--- src/pkg/pbfc_pkg.sv ---
// Purpose: shared constants of the bridge function control block
// Assumes: 8-bit registers packed into the config dword at bridge_function_control_1
// Notes: bit positions are within each register byte
package pbfc_pkg;
  localparam logic [7:0] PBFC_IDX_CTL1 = 8'h40;
  localparam logic [7:0] PBFC_IDX_CTL2 = 8'h41;
  localparam logic [7:0] PBFC_IDX_CTL3 = 8'h42;
  localparam logic [7:0] PBFC_IDX_RSVD43 = 8'h43;
  localparam logic [5:0] PBFC_DW_CTL = 6'h10;
  localparam logic [2:0] PBFC_FN_BRIDGE = 3'h0;
  localparam logic [2:0] PBFC_FN_PM = 3'h1;
  localparam logic [2:0] PBFC_FN_IDE = 3'h2;
  localparam logic [7:0] PBFC_RST_CTL1 = 8'h89;
  localparam logic [7:0] PBFC_RST_CTL2 = 8'h10;
  localparam logic [7:0] PBFC_RST_CTL3 = 8'hac;
  // ctl1 fields
  localparam int PBFC_C1_WBUF = 3;
  localparam logic [7:0] PBFC_C1_WMASK = 8'hf8;
  localparam logic [7:0] PBFC_C1_ONES = 8'h01;
  // ctl2 fields
  localparam int PBFC_C2_SINGLE = 7;
  localparam int PBFC_C2_IDE_TRAP = 6;
  localparam int PBFC_C2_PERR_SERR = 5;
  localparam int PBFC_C2_XWBUF = 4;
  localparam int PBFC_C2_PM_TRAP = 3;
  localparam int PBFC_C2_SUB_HI = 2;
  localparam int PBFC_C2_SUB_LO = 1;
  localparam int PBFC_C2_BR_TRAP = 0;
  // ctl3 fields
  localparam int PBFC_C3_USB_PIN = 7;
  localparam int PBFC_C3_USB_STAT = 6;
  localparam int PBFC_C3_DELAYED = 5;
  localparam int PBFC_C3_USB_DMA = 4;
  localparam int PBFC_C3_NO_ARB = 3;
  localparam int PBFC_C3_HOLD = 2;
  // subtractive decode codes and claim clocks
  localparam logic [1:0] PBFC_SUB_DEFAULT = 2'h0;
  localparam logic [1:0] PBFC_SUB_SLOW = 2'h1;
  localparam logic [2:0] PBFC_SUB_CLK_DEFAULT = 3'h4;
  localparam logic [2:0] PBFC_SUB_CLK_SLOW = 3'h3;
  localparam logic [2:0] PBFC_SUB_CLK_FIRST = 3'h1;
  // write buffer size in bytes
  localparam int PBFC_WBUF_BYTES = 16;
  localparam int PBFC_WORD_BYTES = 4;
endpackage

--- src/hw/pbfc_sync.sv ---
// Purpose: three-stage input synchroniser, per bit
// Assumes: inputs come from outside the clock domain
// Notes: a change counts once stages two and three agree
`timescale 1ns/100ps
`default_nettype none
module pbfc_sync #(
  parameter int W = 1
) (
  input wire logic i_clk,
  input wire logic i_resetn,
  input wire logic [W-1:0] i_async,
  output logic [W-1:0] o_sync
);
  typedef struct packed {
    logic [W-1:0] s1;
    logic [W-1:0] s2;
    logic [W-1:0] s3;
    logic [W-1:0] out;
  } pbfc_sync_state_t;

  pbfc_sync_state_t st_reg;
  pbfc_sync_state_t st_next;

  if (W < 1) begin : g_bad_w
    $error("pbfc_sync: W must be at least 1");
  end

  always_comb begin
    st_next = st_reg;
    st_next.s1 = i_async;
    st_next.s2 = st_reg.s1;
    st_next.s3 = st_reg.s2;
    // a bit follows stage three only where stages two and three agree
    st_next.out = (st_reg.s3 & ~(st_reg.s2 ^ st_reg.s3))
                  | (st_reg.out & (st_reg.s2 ^ st_reg.s3));
  end

  always_ff @(posedge i_clk or negedge i_resetn) begin
    if (!i_resetn) begin
      st_reg <= '0;
    end else begin
      st_reg <= st_next;
    end
  end

  assign o_sync = st_reg.out;
endmodule
`default_nettype wire

--- src/hw/pbfc_wbuf.sv ---
// Purpose: small write buffer from internal bus to pci side
// Assumes: one word pushed or popped per cycle at most
// Notes: capacity drops to one word while buffering is off
`timescale 1ns/100ps
`default_nettype none
module pbfc_wbuf #(
  parameter int DATA_W = 32,
  parameter int DEPTH = 4
) (
  input wire logic i_clk,
  input wire logic i_resetn,
  input wire logic i_limit_one,
  input wire logic i_valid,
  input wire logic [DATA_W-1:0] i_data,
  output logic o_ready,
  output logic o_valid,
  output logic [DATA_W-1:0] o_data,
  input wire logic i_ready
);
  localparam int AW = (DEPTH > 1) ? $clog2(DEPTH) : 1;
  localparam logic [AW:0] CAP_FULL = (AW + 1)'(DEPTH);
  localparam logic [AW:0] CAP_ONE = (AW + 1)'(1);
  localparam logic [AW-1:0] LAST = AW'(DEPTH - 1);

  typedef struct packed {
    logic [DEPTH-1:0][DATA_W-1:0] mem;
    logic [AW-1:0] wp;
    logic [AW-1:0] rp;
    logic [AW:0] cnt;
    logic out_valid;
    logic [DATA_W-1:0] out_data;
  } pbfc_wbuf_state_t;

  pbfc_wbuf_state_t st_reg;
  pbfc_wbuf_state_t st_next;

  if (DEPTH < 2 || (DEPTH & (DEPTH - 1)) != 0) begin : g_bad_depth
    $error("pbfc_wbuf: DEPTH must be a power of two, at least 2");
  end

  logic [AW:0] total;
  logic [AW:0] cap;
  assign total = st_reg.cnt + (AW + 1)'(st_reg.out_valid);
  assign cap = i_limit_one ? CAP_ONE : CAP_FULL;
  assign o_ready = (total < cap);

  always_comb begin
    st_next = st_reg;
    if (i_valid && o_ready) begin
      st_next.mem[st_reg.wp] = i_data;
      st_next.wp = (st_reg.wp == LAST) ? '0 : st_reg.wp + AW'(1);
      st_next.cnt = st_next.cnt + (AW + 1)'(1);
    end
    if (i_ready || !st_reg.out_valid) begin
      st_next.out_valid = 1'b0;
      if (st_reg.cnt != '0) begin
        st_next.out_valid = 1'b1;
        st_next.out_data = st_reg.mem[st_reg.rp];
        st_next.rp = (st_reg.rp == LAST) ? '0 : st_reg.rp + AW'(1);
        st_next.cnt = st_next.cnt - (AW + 1)'(1);
      end
    end
  end

  always_ff @(posedge i_clk or negedge i_resetn) begin
    if (!i_resetn) begin
      st_reg <= '0;
    end else begin
      st_reg <= st_next;
    end
  end

  assign o_valid = st_reg.out_valid;
  assign o_data = st_reg.out_data;
endmodule
`default_nettype wire

--- src/hw/pbfc_top.sv ---
// What this block does
// ctl1 bit 3 turns the pci slave write buffer on or off.
// ctl1 bit 0 ignores writes and reads one; bits 2:1 kept zero.
// software keeps ctl1 bits 6 and 5 cleared normally.
// ctl2 bit 7 set forces single accesses; clear allows bursts.
// ide trap bit makes ide header accesses raise a trap instead.
// each trap reports top status bit 9 and second status bit 5.
// ctl2 bit 5 cascades any parity error onto the system error pin.
// ctl2 bit 4 allows 16-byte buffering of internal-to-pci writes.
// power-management trap bit traps that function's header accesses.
// ctl2 bits 2:1 pick claim clock four, three, or no claiming.
// software picks the earlier point only with fast decoders.
// software disables subtractive claiming only with great care.
// bridge trap bit traps bridge header accesses except 40h-43h.
// ctl3 bit 7 lets usb interrupt pull the interrupt pin low.
// routing bit reports usb interrupts at top status bit 14.
// ctl3 bit 5 allows delayed transactions as a target.
// ctl3 bit 4 gives usb dma priority over other dma.
// ctl3 bit 3 buffers target cycles without internal-bus arbitration.
// software leaves the hold-request enable bit at its reset one.
// ctl2 resets to 10h.
// ctl1 resets to 89h.
// clearing hold-request enable risks faulty arbitration.
// registers reached by function-0 config cycles with byte enables.
//
// Purpose: bridge function control registers and the logic they steer
// Assumes: pci bus signals are on i_clk; usb request is asynchronous
// Notes: config answers one cycle after the request
`timescale 1ns/100ps
`default_nettype none
module pbfc_top
  import pbfc_pkg::*;
#(
  parameter int WBUF_DATA_W = 32
) (
  input wire logic i_clk,
  input wire logic i_resetn,
  input wire logic i_cfg_req,
  input wire logic i_cfg_write,
  input wire logic [2:0] i_cfg_func,
  input wire logic [7:0] i_cfg_index,
  input wire logic [3:0] i_cfg_be,
  input wire logic [31:0] i_cfg_wdata,
  output logic o_cfg_ack,
  output logic [31:0] o_cfg_rdata,
  output logic o_cfg_trapped,
  output logic o_cfg_forward,
  output logic o_smi_top_set,
  output logic o_smi_second_set,
  output logic o_usb_top_set,
  input wire logic i_usb_smi_req,
  output logic o_mgmt_interrupt_out_n,
  input wire logic i_perr_driven,
  input wire logic i_perr_n,
  output logic o_serr_out,
  output logic o_serr_oe,
  input wire logic i_frame_n,
  input wire logic i_devsel_n,
  output logic o_sub_claim,
  output logic o_slave_wbuf_en,
  output logic o_single_access,
  output logic o_delayed_en,
  output logic o_usb_dma_priority,
  output logic o_no_arb_buffer,
  output logic o_hold_req_en,
  output logic [4:0] o_ctl1_misc,
  input wire logic i_xw_valid,
  input wire logic [WBUF_DATA_W-1:0] i_xw_data,
  output logic o_xw_ready,
  output logic o_pw_valid,
  output logic [WBUF_DATA_W-1:0] o_pw_data,
  input wire logic i_pw_ready
);
  localparam int WBUF_WORDS = PBFC_WBUF_BYTES / PBFC_WORD_BYTES;

  typedef enum logic [1:0] {
    PBFC_SUB_IDLE,
    PBFC_SUB_COUNT,
    PBFC_SUB_WAIT_END
  } pbfc_sub_t;

  typedef struct packed {
    logic [7:0] ctl1;
    logic [7:0] ctl2;
    logic [7:0] ctl3;
    logic ack;
    logic [31:0] rdata;
    logic trapped;
    logic forward;
    logic top_set;
    logic second_set;
    logic usb_top_set;
    logic usb_prev;
    logic smi_n;
    logic serr;
    logic frame_prev;
    pbfc_sub_t sub;
    logic [2:0] sub_cnt;
    logic [2:0] sub_target;
    logic sub_claim;
  } pbfc_top_state_t;

  pbfc_top_state_t st_reg;
  pbfc_top_state_t st_next;

  // elaboration checks: buffer shape, claim points, fixed bits
  if (WBUF_DATA_W != PBFC_WORD_BYTES * 8) begin : g_bad_width
    $error("pbfc_top: WBUF_DATA_W must match the word size");
  end

  if (WBUF_WORDS < 2) begin : g_bad_depth
    $error("pbfc_top: write buffer needs at least two words");
  end

  if (WBUF_WORDS * PBFC_WORD_BYTES != PBFC_WBUF_BYTES) begin : g_bad_bytes
    $error("pbfc_top: buffer bytes must be whole words");
  end

  if ((WBUF_WORDS & (WBUF_WORDS - 1)) != 0) begin : g_bad_pow2
    $error("pbfc_top: buffer depth must be a power of two");
  end

  if (PBFC_SUB_CLK_SLOW >= PBFC_SUB_CLK_DEFAULT) begin : g_bad_order
    $error("pbfc_top: slow claim point must precede the default");
  end

  if (PBFC_SUB_CLK_FIRST >= PBFC_SUB_CLK_SLOW) begin : g_bad_first
    $error("pbfc_top: claim count must start before the slow point");
  end

  if (PBFC_C2_SUB_HI != PBFC_C2_SUB_LO + 1) begin : g_bad_field
    $error("pbfc_top: decode field bits must be adjacent");
  end

  if ((PBFC_RST_CTL1 & ~PBFC_C1_WMASK) != PBFC_C1_ONES) begin : g_bad_rst1
    $error("pbfc_top: ctl1 reset must hold the fixed low bits");
  end

  if (!PBFC_C1_WMASK[PBFC_C1_WBUF]) begin : g_bad_wmask
    $error("pbfc_top: write buffer bit must be writable");
  end

  if (!PBFC_RST_CTL3[PBFC_C3_HOLD]) begin : g_bad_rst3
    $error("pbfc_top: hold request enable must reset to one");
  end

  // claim clock for a subtractive decode code; zero means no claim
  function automatic logic [2:0] claim_clock(input logic [1:0] mode);
    logic [2:0] c;
    c = 3'h0;
    unique case (mode)
      PBFC_SUB_DEFAULT: c = PBFC_SUB_CLK_DEFAULT;
      PBFC_SUB_SLOW: c = PBFC_SUB_CLK_SLOW;
      default: c = 3'h0;
    endcase
    return c;
  endfunction

  // dword index of the control registers within the header
  function automatic logic is_ctl_dword(input logic [7:0] idx);
    return idx[7:2] == PBFC_DW_CTL;
  endfunction

  // trap decision for a config access
  function automatic logic is_trapped(input logic [7:0] c2,
                                      input logic [2:0] fn,
                                      input logic [7:0] idx);
    logic t;
    t = 1'b0;
    if (fn == PBFC_FN_BRIDGE) begin
      t = c2[PBFC_C2_BR_TRAP] && !is_ctl_dword(idx);
    end else if (fn == PBFC_FN_PM) begin
      t = c2[PBFC_C2_PM_TRAP];
    end else if (fn == PBFC_FN_IDE) begin
      t = c2[PBFC_C2_IDE_TRAP];
    end
    return t;
  endfunction

  // byte merge for one register lane
  function automatic logic [7:0] merge_byte(input logic [7:0] old,
                                            input logic [7:0] wr,
                                            input logic en,
                                            input logic [7:0] wmask);
    return en ? ((old & ~wmask) | (wr & wmask)) : old;
  endfunction

  logic usb_sync;
  logic perr_sync_n;
  logic usb_level;
  logic perr_seen;
  logic trap_hit;
  logic own_hit;
  logic [1:0] sub_mode;
  logic frame_start;
  logic [31:0] ctl_word;

  pbfc_sync #(
    .W(2)
  ) u_sync (
    .i_clk(i_clk),
    .i_resetn(i_resetn),
    .i_async({i_usb_smi_req, ~i_perr_n}),
    .o_sync({usb_sync, perr_sync_n})
  );

  assign usb_level = usb_sync;
  assign perr_seen = perr_sync_n || i_perr_driven;
  assign trap_hit = i_cfg_req && is_trapped(st_reg.ctl2, i_cfg_func,
                                            i_cfg_index);
  assign own_hit = i_cfg_req && !trap_hit
                   && (i_cfg_func == PBFC_FN_BRIDGE)
                   && is_ctl_dword(i_cfg_index);
  assign sub_mode = st_reg.ctl2[PBFC_C2_SUB_HI:PBFC_C2_SUB_LO];
  assign frame_start = st_reg.frame_prev && !i_frame_n;
  // 43h reads zero; bits 2:1 of ctl1 read zero, bit 0 reads one
  assign ctl_word = {8'h00, st_reg.ctl3, st_reg.ctl2,
                     (st_reg.ctl1 & PBFC_C1_WMASK) | PBFC_C1_ONES};

  always_comb begin
    st_next = st_reg;
    st_next.ack = 1'b0;
    st_next.trapped = 1'b0;
    st_next.forward = 1'b0;
    st_next.top_set = 1'b0;
    st_next.second_set = 1'b0;
    st_next.usb_top_set = 1'b0;
    st_next.sub_claim = 1'b0;

    // config access port
    if (i_cfg_req) begin
      st_next.ack = 1'b1;
      st_next.rdata = '0;
      if (trap_hit) begin
        st_next.trapped = 1'b1;
        st_next.top_set = 1'b1;
        st_next.second_set = 1'b1;
      end else if (own_hit) begin
        st_next.rdata = i_cfg_write ? '0 : ctl_word;
        if (i_cfg_write) begin
          st_next.ctl1 = merge_byte(st_reg.ctl1, i_cfg_wdata[7:0],
                                    i_cfg_be[0], PBFC_C1_WMASK);
          st_next.ctl2 = merge_byte(st_reg.ctl2, i_cfg_wdata[15:8],
                                    i_cfg_be[1], 8'hff);
          st_next.ctl3 = merge_byte(st_reg.ctl3, i_cfg_wdata[23:16],
                                    i_cfg_be[2], 8'hff);
        end
      end else begin
        st_next.forward = 1'b1;
      end
    end

    // usb management interrupt routing
    st_next.usb_prev = usb_level;
    if (usb_level && !st_reg.usb_prev) begin
      st_next.usb_top_set = st_reg.ctl3[PBFC_C3_USB_STAT];
    end
    st_next.smi_n = !(usb_level && st_reg.ctl3[PBFC_C3_USB_PIN]);

    // parity error cascade
    st_next.serr = st_reg.ctl2[PBFC_C2_PERR_SERR] && perr_seen;

    // subtractive decode claim point
    st_next.frame_prev = i_frame_n;
    unique case (st_reg.sub)
      PBFC_SUB_IDLE: begin
        if (frame_start && claim_clock(sub_mode) != 3'h0) begin
          st_next.sub = PBFC_SUB_COUNT;
          st_next.sub_cnt = PBFC_SUB_CLK_FIRST;
          st_next.sub_target = claim_clock(sub_mode);
        end
      end
      PBFC_SUB_COUNT: begin
        st_next.sub_cnt = st_reg.sub_cnt + 3'h1;
        if (!i_devsel_n) begin
          st_next.sub = PBFC_SUB_WAIT_END;
        end else if (st_next.sub_cnt == st_reg.sub_target) begin
          st_next.sub_claim = 1'b1;
          st_next.sub = PBFC_SUB_WAIT_END;
        end
      end
      PBFC_SUB_WAIT_END: begin
        if (i_frame_n) begin
          st_next.sub = PBFC_SUB_IDLE;
        end
      end
      default: begin
        st_next.sub = PBFC_SUB_IDLE;
      end
    endcase
  end

  always_ff @(posedge i_clk or negedge i_resetn) begin
    if (!i_resetn) begin
      st_reg <= '0;
      st_reg.ctl1 <= PBFC_RST_CTL1;
      st_reg.ctl2 <= PBFC_RST_CTL2;
      st_reg.ctl3 <= PBFC_RST_CTL3;
      st_reg.smi_n <= 1'b1;
      st_reg.frame_prev <= 1'b1;
      st_reg.sub <= PBFC_SUB_IDLE;
    end else begin
      st_reg <= st_next;
    end
  end

  pbfc_wbuf #(
    .DATA_W(WBUF_DATA_W),
    .DEPTH(WBUF_WORDS)
  ) u_wbuf (
    .i_clk(i_clk),
    .i_resetn(i_resetn),
    .i_limit_one(!st_reg.ctl2[PBFC_C2_XWBUF]),
    .i_valid(i_xw_valid),
    .i_data(i_xw_data),
    .o_ready(o_xw_ready),
    .o_valid(o_pw_valid),
    .o_data(o_pw_data),
    .i_ready(i_pw_ready)
  );

  assign o_cfg_ack = st_reg.ack;
  assign o_cfg_rdata = st_reg.rdata;
  assign o_cfg_trapped = st_reg.trapped;
  assign o_cfg_forward = st_reg.forward;
  assign o_smi_top_set = st_reg.top_set;
  assign o_smi_second_set = st_reg.second_set;
  assign o_usb_top_set = st_reg.usb_top_set;
  assign o_mgmt_interrupt_out_n = st_reg.smi_n;
  // open-drain system error: drive low while enabled
  assign o_serr_out = 1'b0;
  assign o_serr_oe = st_reg.serr;
  assign o_sub_claim = st_reg.sub_claim;
  assign o_slave_wbuf_en = st_reg.ctl1[PBFC_C1_WBUF];
  assign o_single_access = st_reg.ctl2[PBFC_C2_SINGLE];
  assign o_delayed_en = st_reg.ctl3[PBFC_C3_DELAYED];
  assign o_usb_dma_priority = st_reg.ctl3[PBFC_C3_USB_DMA];
  assign o_no_arb_buffer = st_reg.ctl3[PBFC_C3_NO_ARB];
  assign o_hold_req_en = st_reg.ctl3[PBFC_C3_HOLD];
  assign o_ctl1_misc = st_reg.ctl1[7:3];
endmodule
`default_nettype wire

--- config.mk ---
export PLATFORM = sky130hd
export DESIGN_NAME = pbfc_top
export DESIGN_NICKNAME = d
export VERILOG_FILES = /design/src/pkg/pbfc_pkg.sv /design/src/hw/pbfc_sync.sv /design/src/hw/pbfc_wbuf.sv /design/src/hw/pbfc_top.sv
export SDC_FILE = /design/constraint.sdc
export NUM_CORES = 1
export LEC_CHECK = 0
export BUFFER_PORTS_ARGS = -buffer_cell sky130_fd_sc_hd__buf_2
export CORE_AREA = 5 5 137 139
export CTS_CLUSTER_DIAMETER = 40
export DETAILED_ROUTE_END_ITERATION = 16
export DIE_AREA = 0 0 142 144
export GPL_TIMING_DRIVEN = 0
export HOLD_SLACK_MARGIN = 0.08
export PLACE_DENSITY_LB_ADDON = 0.08
export RECOVER_POWER = 100
export SETUP_SLACK_MARGIN = 0.15
export SLEW_MARGIN = 5
export SYNTH_ARGS = -nofsm -noshare
export SYNTH_HDL_FRONTEND = slang
export SYNTH_SLANG_ARGS = --single-unit
--- constraint.sdc ---
create_clock -name i_clk -period 5.2 [get_ports i_clk]
set_input_delay 0.26 -clock i_clk [delete_from_list [all_inputs] [get_ports i_clk]]
set_output_delay 0.26 -clock i_clk [all_outputs]
set_load 0.01 [all_outputs]
# == Yosys cells after proc, flatten, opt, wreduce, memory -nomap -nowiden ==
# Cells that the tools add are included.
# totals
reg_bits,251
latchBits,0
mem_bits_rw,0
mem_bits_ro,0
input_bits,90
word_cells,128
n_memories,0
# op_classes
addsub,6
mul,0
div,0
n_lt_le_gt_ge,4
eq_ne,12
n_shift,0
n_mux,34
bitwise_logic,8
reduce_logical,33
# op_table
op,count
bitwise mux 128 bit,1
two-way mux 24 bit,3
two-way mux 36 bit,2
binary-select mux 32 bit (select 2 bit),1
demux 32 bit (select 2 bit),1
two-way mux 32 bit,2
two-way mux 37 bit,1
AND reduction 5 bit,3
logical AND 1 bit,12
two-way mux 2 bit,6
one-hot mux 3 bit (2 select lines),2
two-way mux 1 bit,10
two-way mux 3 bit,3
two-way mux 8 bit,1
OR 3 x 8 -> 8 bit,1
adder 3 x 1 -> 3 bit (second input constant),2
equality test 2 bit (second input constant),3
equality test 6 x 5 -> 1 bit (second input constant),1
logical NOT 1 bit,6
< comparator 2 x 3 -> 1 bit (second input constant),2
one-hot mux 2 bit (3 select lines),1
AND reduction 2 bit,3
nonzero test 3 bit,2
adder 2 x 1 -> 2 bit (second input constant),2
other kinds (20),26

# == Longest topological paths before layout ==
# logic_depth
ltp_word,12
ltp_mapped,11
depth_no_buf,10

# == By module ==
# Synthesis repeated with hierarchy kept, for this count alone.
# hier_totals
hier_cells,721
area_unflattened_um2,10985.5
# modules_own_cells
mod,n_inst,cells_per_inst,area_each_um2,seq_area_each_um2
pbfc_wbuf,1,461,7967.6,4204.0
pbfc_top,1,248,2780.2,1487.7
pbfc_sync,1,12,237.7,200.2

# == Worst setup path after synthesis ==
# Ideal clock, no wire load.
# synth_timing
path_kind,register to register
startpoint,reg u_wbuf.st_reg (netlist bit u_wbuf.o_valid)
endpoint,reg u_wbuf.st_reg[35] in the netlist's numbering
setup_ns,0.134
t_arrival_ns,2.414
required_ns,5.066
path_slack_ns,2.653
stages_incl_launch_ff,9
n_path_buf,0
synth_period_minus_slack_ns,2.547
path_cell_list,dfrtp_1 ha_1 ha_1 o31ai_1 nand2_1 xnor2_1 ha_1 nor3b_1 xnor3_1
# synth_rtl
item,line,text
start: declaration,pbfc_wbuf.sv:34,pbfc_wbuf_state_t st_reg;
start signal: assignment,pbfc_wbuf.sv:69,st_reg <= st_next;

==> impl_metrics.py <==
metrics = {
    "power": {
        "p_leak_uw": 0.006075,
        "power_density_mw_per_mm2": 591.9,
        "peakVddDrop_mv": 0.3797,
    },
    "detailed_routing": {
        "dr.pass1.iters": 4,
        "antenna_left": 0,
        "drc": 0,
        "routed_wl_mm": 22.38,
        "vias": 6499,
        "viasPerCell": 5.353,
        "routedWlPerCell_um": 18.43,
        "first_iter_violations": 228,
    },
    "run_status": {
        "failed_checks": "max-capacitance violations, max-slew violations",
        "status": "complete, but fails checks",
    },
    "grt": {
        "grt.busiest_layer": "met2",
        "gr-usage-all-layers_pct": 22.78,
        "met1_usage_pct": 28.78,
        "grt_max_degree": 104,
        "antenna_found_initial": 0,
        "grtUsageMet3_pct": 4.067,
        "grt_pass1_wl_mm": 37.13,
        "grt.overflow.total": 0,
        "grt_pass1_vias": 7277,
        "grtUsageMet2_pct": 40.07,
    },
    "cts": {
        "h-tree-depth": 2,
        "hold_buffers": 61,
        "cts_sinks": 235,
        "post_cts_buffers": 0,
        "cts_tree": "yes",
        "path_clk_slew_ns": 0.06,
        "cts_buffers": 35,
        "ctsRootBufferMaster": "clkbuf_16",
        "clockBufferDepth": 3,
        "clk_latency_ns": 0.50,
        "cts_resized": 0,
    },
    "synthesis": {
        "synth_seq_area_share_pct": 56.58,
        "yosys_warnings": 0,
        "synthCells": 698,
        "ys_ff_latch": 235,
        "netlist_area_mm2": 0.01041,
        "avgSynthCellArea_um2": 14.92,
        "ys_types": 45,
    },
    "sta": {
        "setup_viol": 0,
        "setup_ws_ns": 2.143,
        "final_hold_viol_count": 0,
        "maxSlewViolCount": 65,
        "rsz0062_at_grt": "false",
        "fin_tns_setup_ns": 0,
        "hold_slack_ns": 0.1186,
        "min_period_over_period_pct": 58.80,
        "period_needed_ns": 3.058,
        "tightest_slew_ns": 2.788,
        "relSlewSlack_pct": -85.85,
        "max_freq_mhz": 327.1,
        "finalClockSkew_ns": 0.01838,
    },
    "finish": {
        "fin_nets": 1061,
        "syn2layout_area_growth_pct": 27.19,
        "final_cell_mix": "dfrtp_1 (226), mux2_2 (180), clkbuf_1 (110)",
        "final_area_mm2": 0.01325,
        "multi_input_area_mm2": 0.003785,
        "n_antenna_cell": 0,
        "fill_cells": 1125,
        "drive_above_1_share_pct": 43.76,
        "largest_reg_flops": 135,
        "ff_latch_area_mm2": 0.005892,
        "final_common_cell": "dfrtp_1",
    },
    "floorplanning": {
        "initial_core_util_pct": 59.39,
        "core_area_mm2": 0.01753,
        "die_x_um": 142,
        "die_y_um": 144,
        "dieArea_mm2": 0.02045,
        "ioPinCount": 177,
        "rows": 49,
    },
    "place": {
        "gp_congestion": 0.8520,
        "pre_cts_ws_ns": 2.284,
        "numPortBuffers": 151,
        "dpl_cell_area_mm2": 0.01156,
        "dpl.hpwl_mm": 14.28,
    },
    "setup_path": {
        "critPathMaxFanout": 7,
        "crit_top_cell": "ha_1",
        "worstSetupPathType": "reg2reg",
        "worstPathRequired_ns": 5.56,
        "crit_slowest_cell": "o31ai_1",
        "cp-start-kind": "register",
        "crit_arrival_ns": 3.41,
        "crit_chain": "ha_1, ha_1, o31ai_1, nand2_1, xnor2_1, ha_1, nor3b_1, xnor3_1",
        "end_kind": "register",
        "slowest_delay_ns": 0.69,
    },
    "worst_hold_path": {
        "hp-class": "in2reg",
    },
    "run": {
        "maxCapViolCount": 3,
    },
}
layout make-up:
| cell class | count | area share, % |
|---|---|---|
| plain buffers | 107 | 5.111 |
| clock buffers | 45 | 7.519 |
| clock inverters | 18 | 1.870 |
| inverters | 9 | 0.2551 |
| multi-input cells | 357 | 28.58 |
| flip-flops and latches | 235 | 44.48 |
| well taps | 229 | 2.163 |
| repair buffers | 214 | 10.02 |
cell families after synthesis:
family | Yosys count | synth area share [%]
xor+xnor | 6 | 0.9131
mux | 220 | 27.23
simple gates | 68 | 3.629
compound gates | 38 | 2.980
other cells | 1 | 0.03601
fa+ha+maj | 14 | 1.634
buf+inv | 116 | 7.005
flops | 235 | 56.58
routing by layer:
metal	vias to the layer above	share of wire (%)
li1	2960	-
met1	3330	41
met2	170	53
met3	39	4.5
met4	0	2.2
met5	-	0
Yosys cell counts, drive strengths merged:
master,instances,share of area (%)
dfrtp,226,54
mux2,186,20
buf,91,6.1
mux4,32,6.9
nand2,30,1.1
o2bb2ai,21,1.8
clkbuf,16,0.58
ha,12,1.4
dfstp,9,2.3
inv,9,0.32
nand3,8,0.38
nor2,7,0.25
nor2b,7,0.42
nor4,3,0.61
o21ai,3,0.14
a21oi,2,0.096
a2bb2oi,2,0.17
maj3,2,0.19
mux2i,2,0.19
nand2b,2,0.12
nand3b,2,0.14
o21a,2,0.14
or3,2,0.12
xnor2,2,0.17
xnor3,2,0.43
a2111oi,1,0.084
a22o,1,0.084
a31oi,1,0.060
a32o,1,0.096
and3,1,0.060
conb,1,0.036
nor3,1,0.048
nor3b,1,0.072
o311a,1,0.096
o31a,1,0.084
o31ai,1,0.072
o32ai,1,0.084
or2,1,0.060
or3b,1,0.084
or4,1,0.072
or4b,1,0.096
xor2,1,0.084
xor3,1,0.23
per-stage QoR:
stage / std cells / utilization, % / total power, uW
floorplan: 708 / - / 4748
global placement: 1088 / 65.55 / 5249
detailed placement: 1090 / 65.92 / 5435
CTS: 1214 / 76.49 / 7967
global route: 1214 / 75.54 / 8289
finish: 1214 / 75.54 / 7840
report_power, final:
part,internal (uW),leakage (uW),switching (uW)
Combinational,1510,0.00256,1010
Clock,1610,0.000599,839
Sequential,2520,0.00291,348
Total,5640,0.00607,2200
final timing paths:
check,from,endpoint,slack [ns],cells past startpoint
worst min-delay path,i_pw_ready,u_wbuf.o_valid,0.12,3
min in group asynchronous,i_resetn,o_cfg_rdata[16],1.21,2
max in group asynchronous,i_resetn,u_wbuf.o_data[25],2.41,2
worst max register to register,u_wbuf.st_reg[33],u_wbuf.st_reg[35],2.14,8
worst min register to register,u_sync.st_next[4],u_sync.st_next[2],0.35,0
worst max-delay path,u_wbuf.st_reg[33],u_wbuf.st_reg[35],2.14,8
critical path, delay by kind of cell, from the launching register on:
| family | cells | cell delay (ns) |
|---|---|---|
| adders and majority gates | 3 | 0.66 |
| xor gates and xnor gates | 2 | 0.54 |
| DFF | 1 | 0.42 |
| and+or+nand+nor | 2 | 0.61 |
| AOI/OAI and AO/OA | 1 | 0.69 |
No activity file was read; power rests on OpenSTA's default activity.
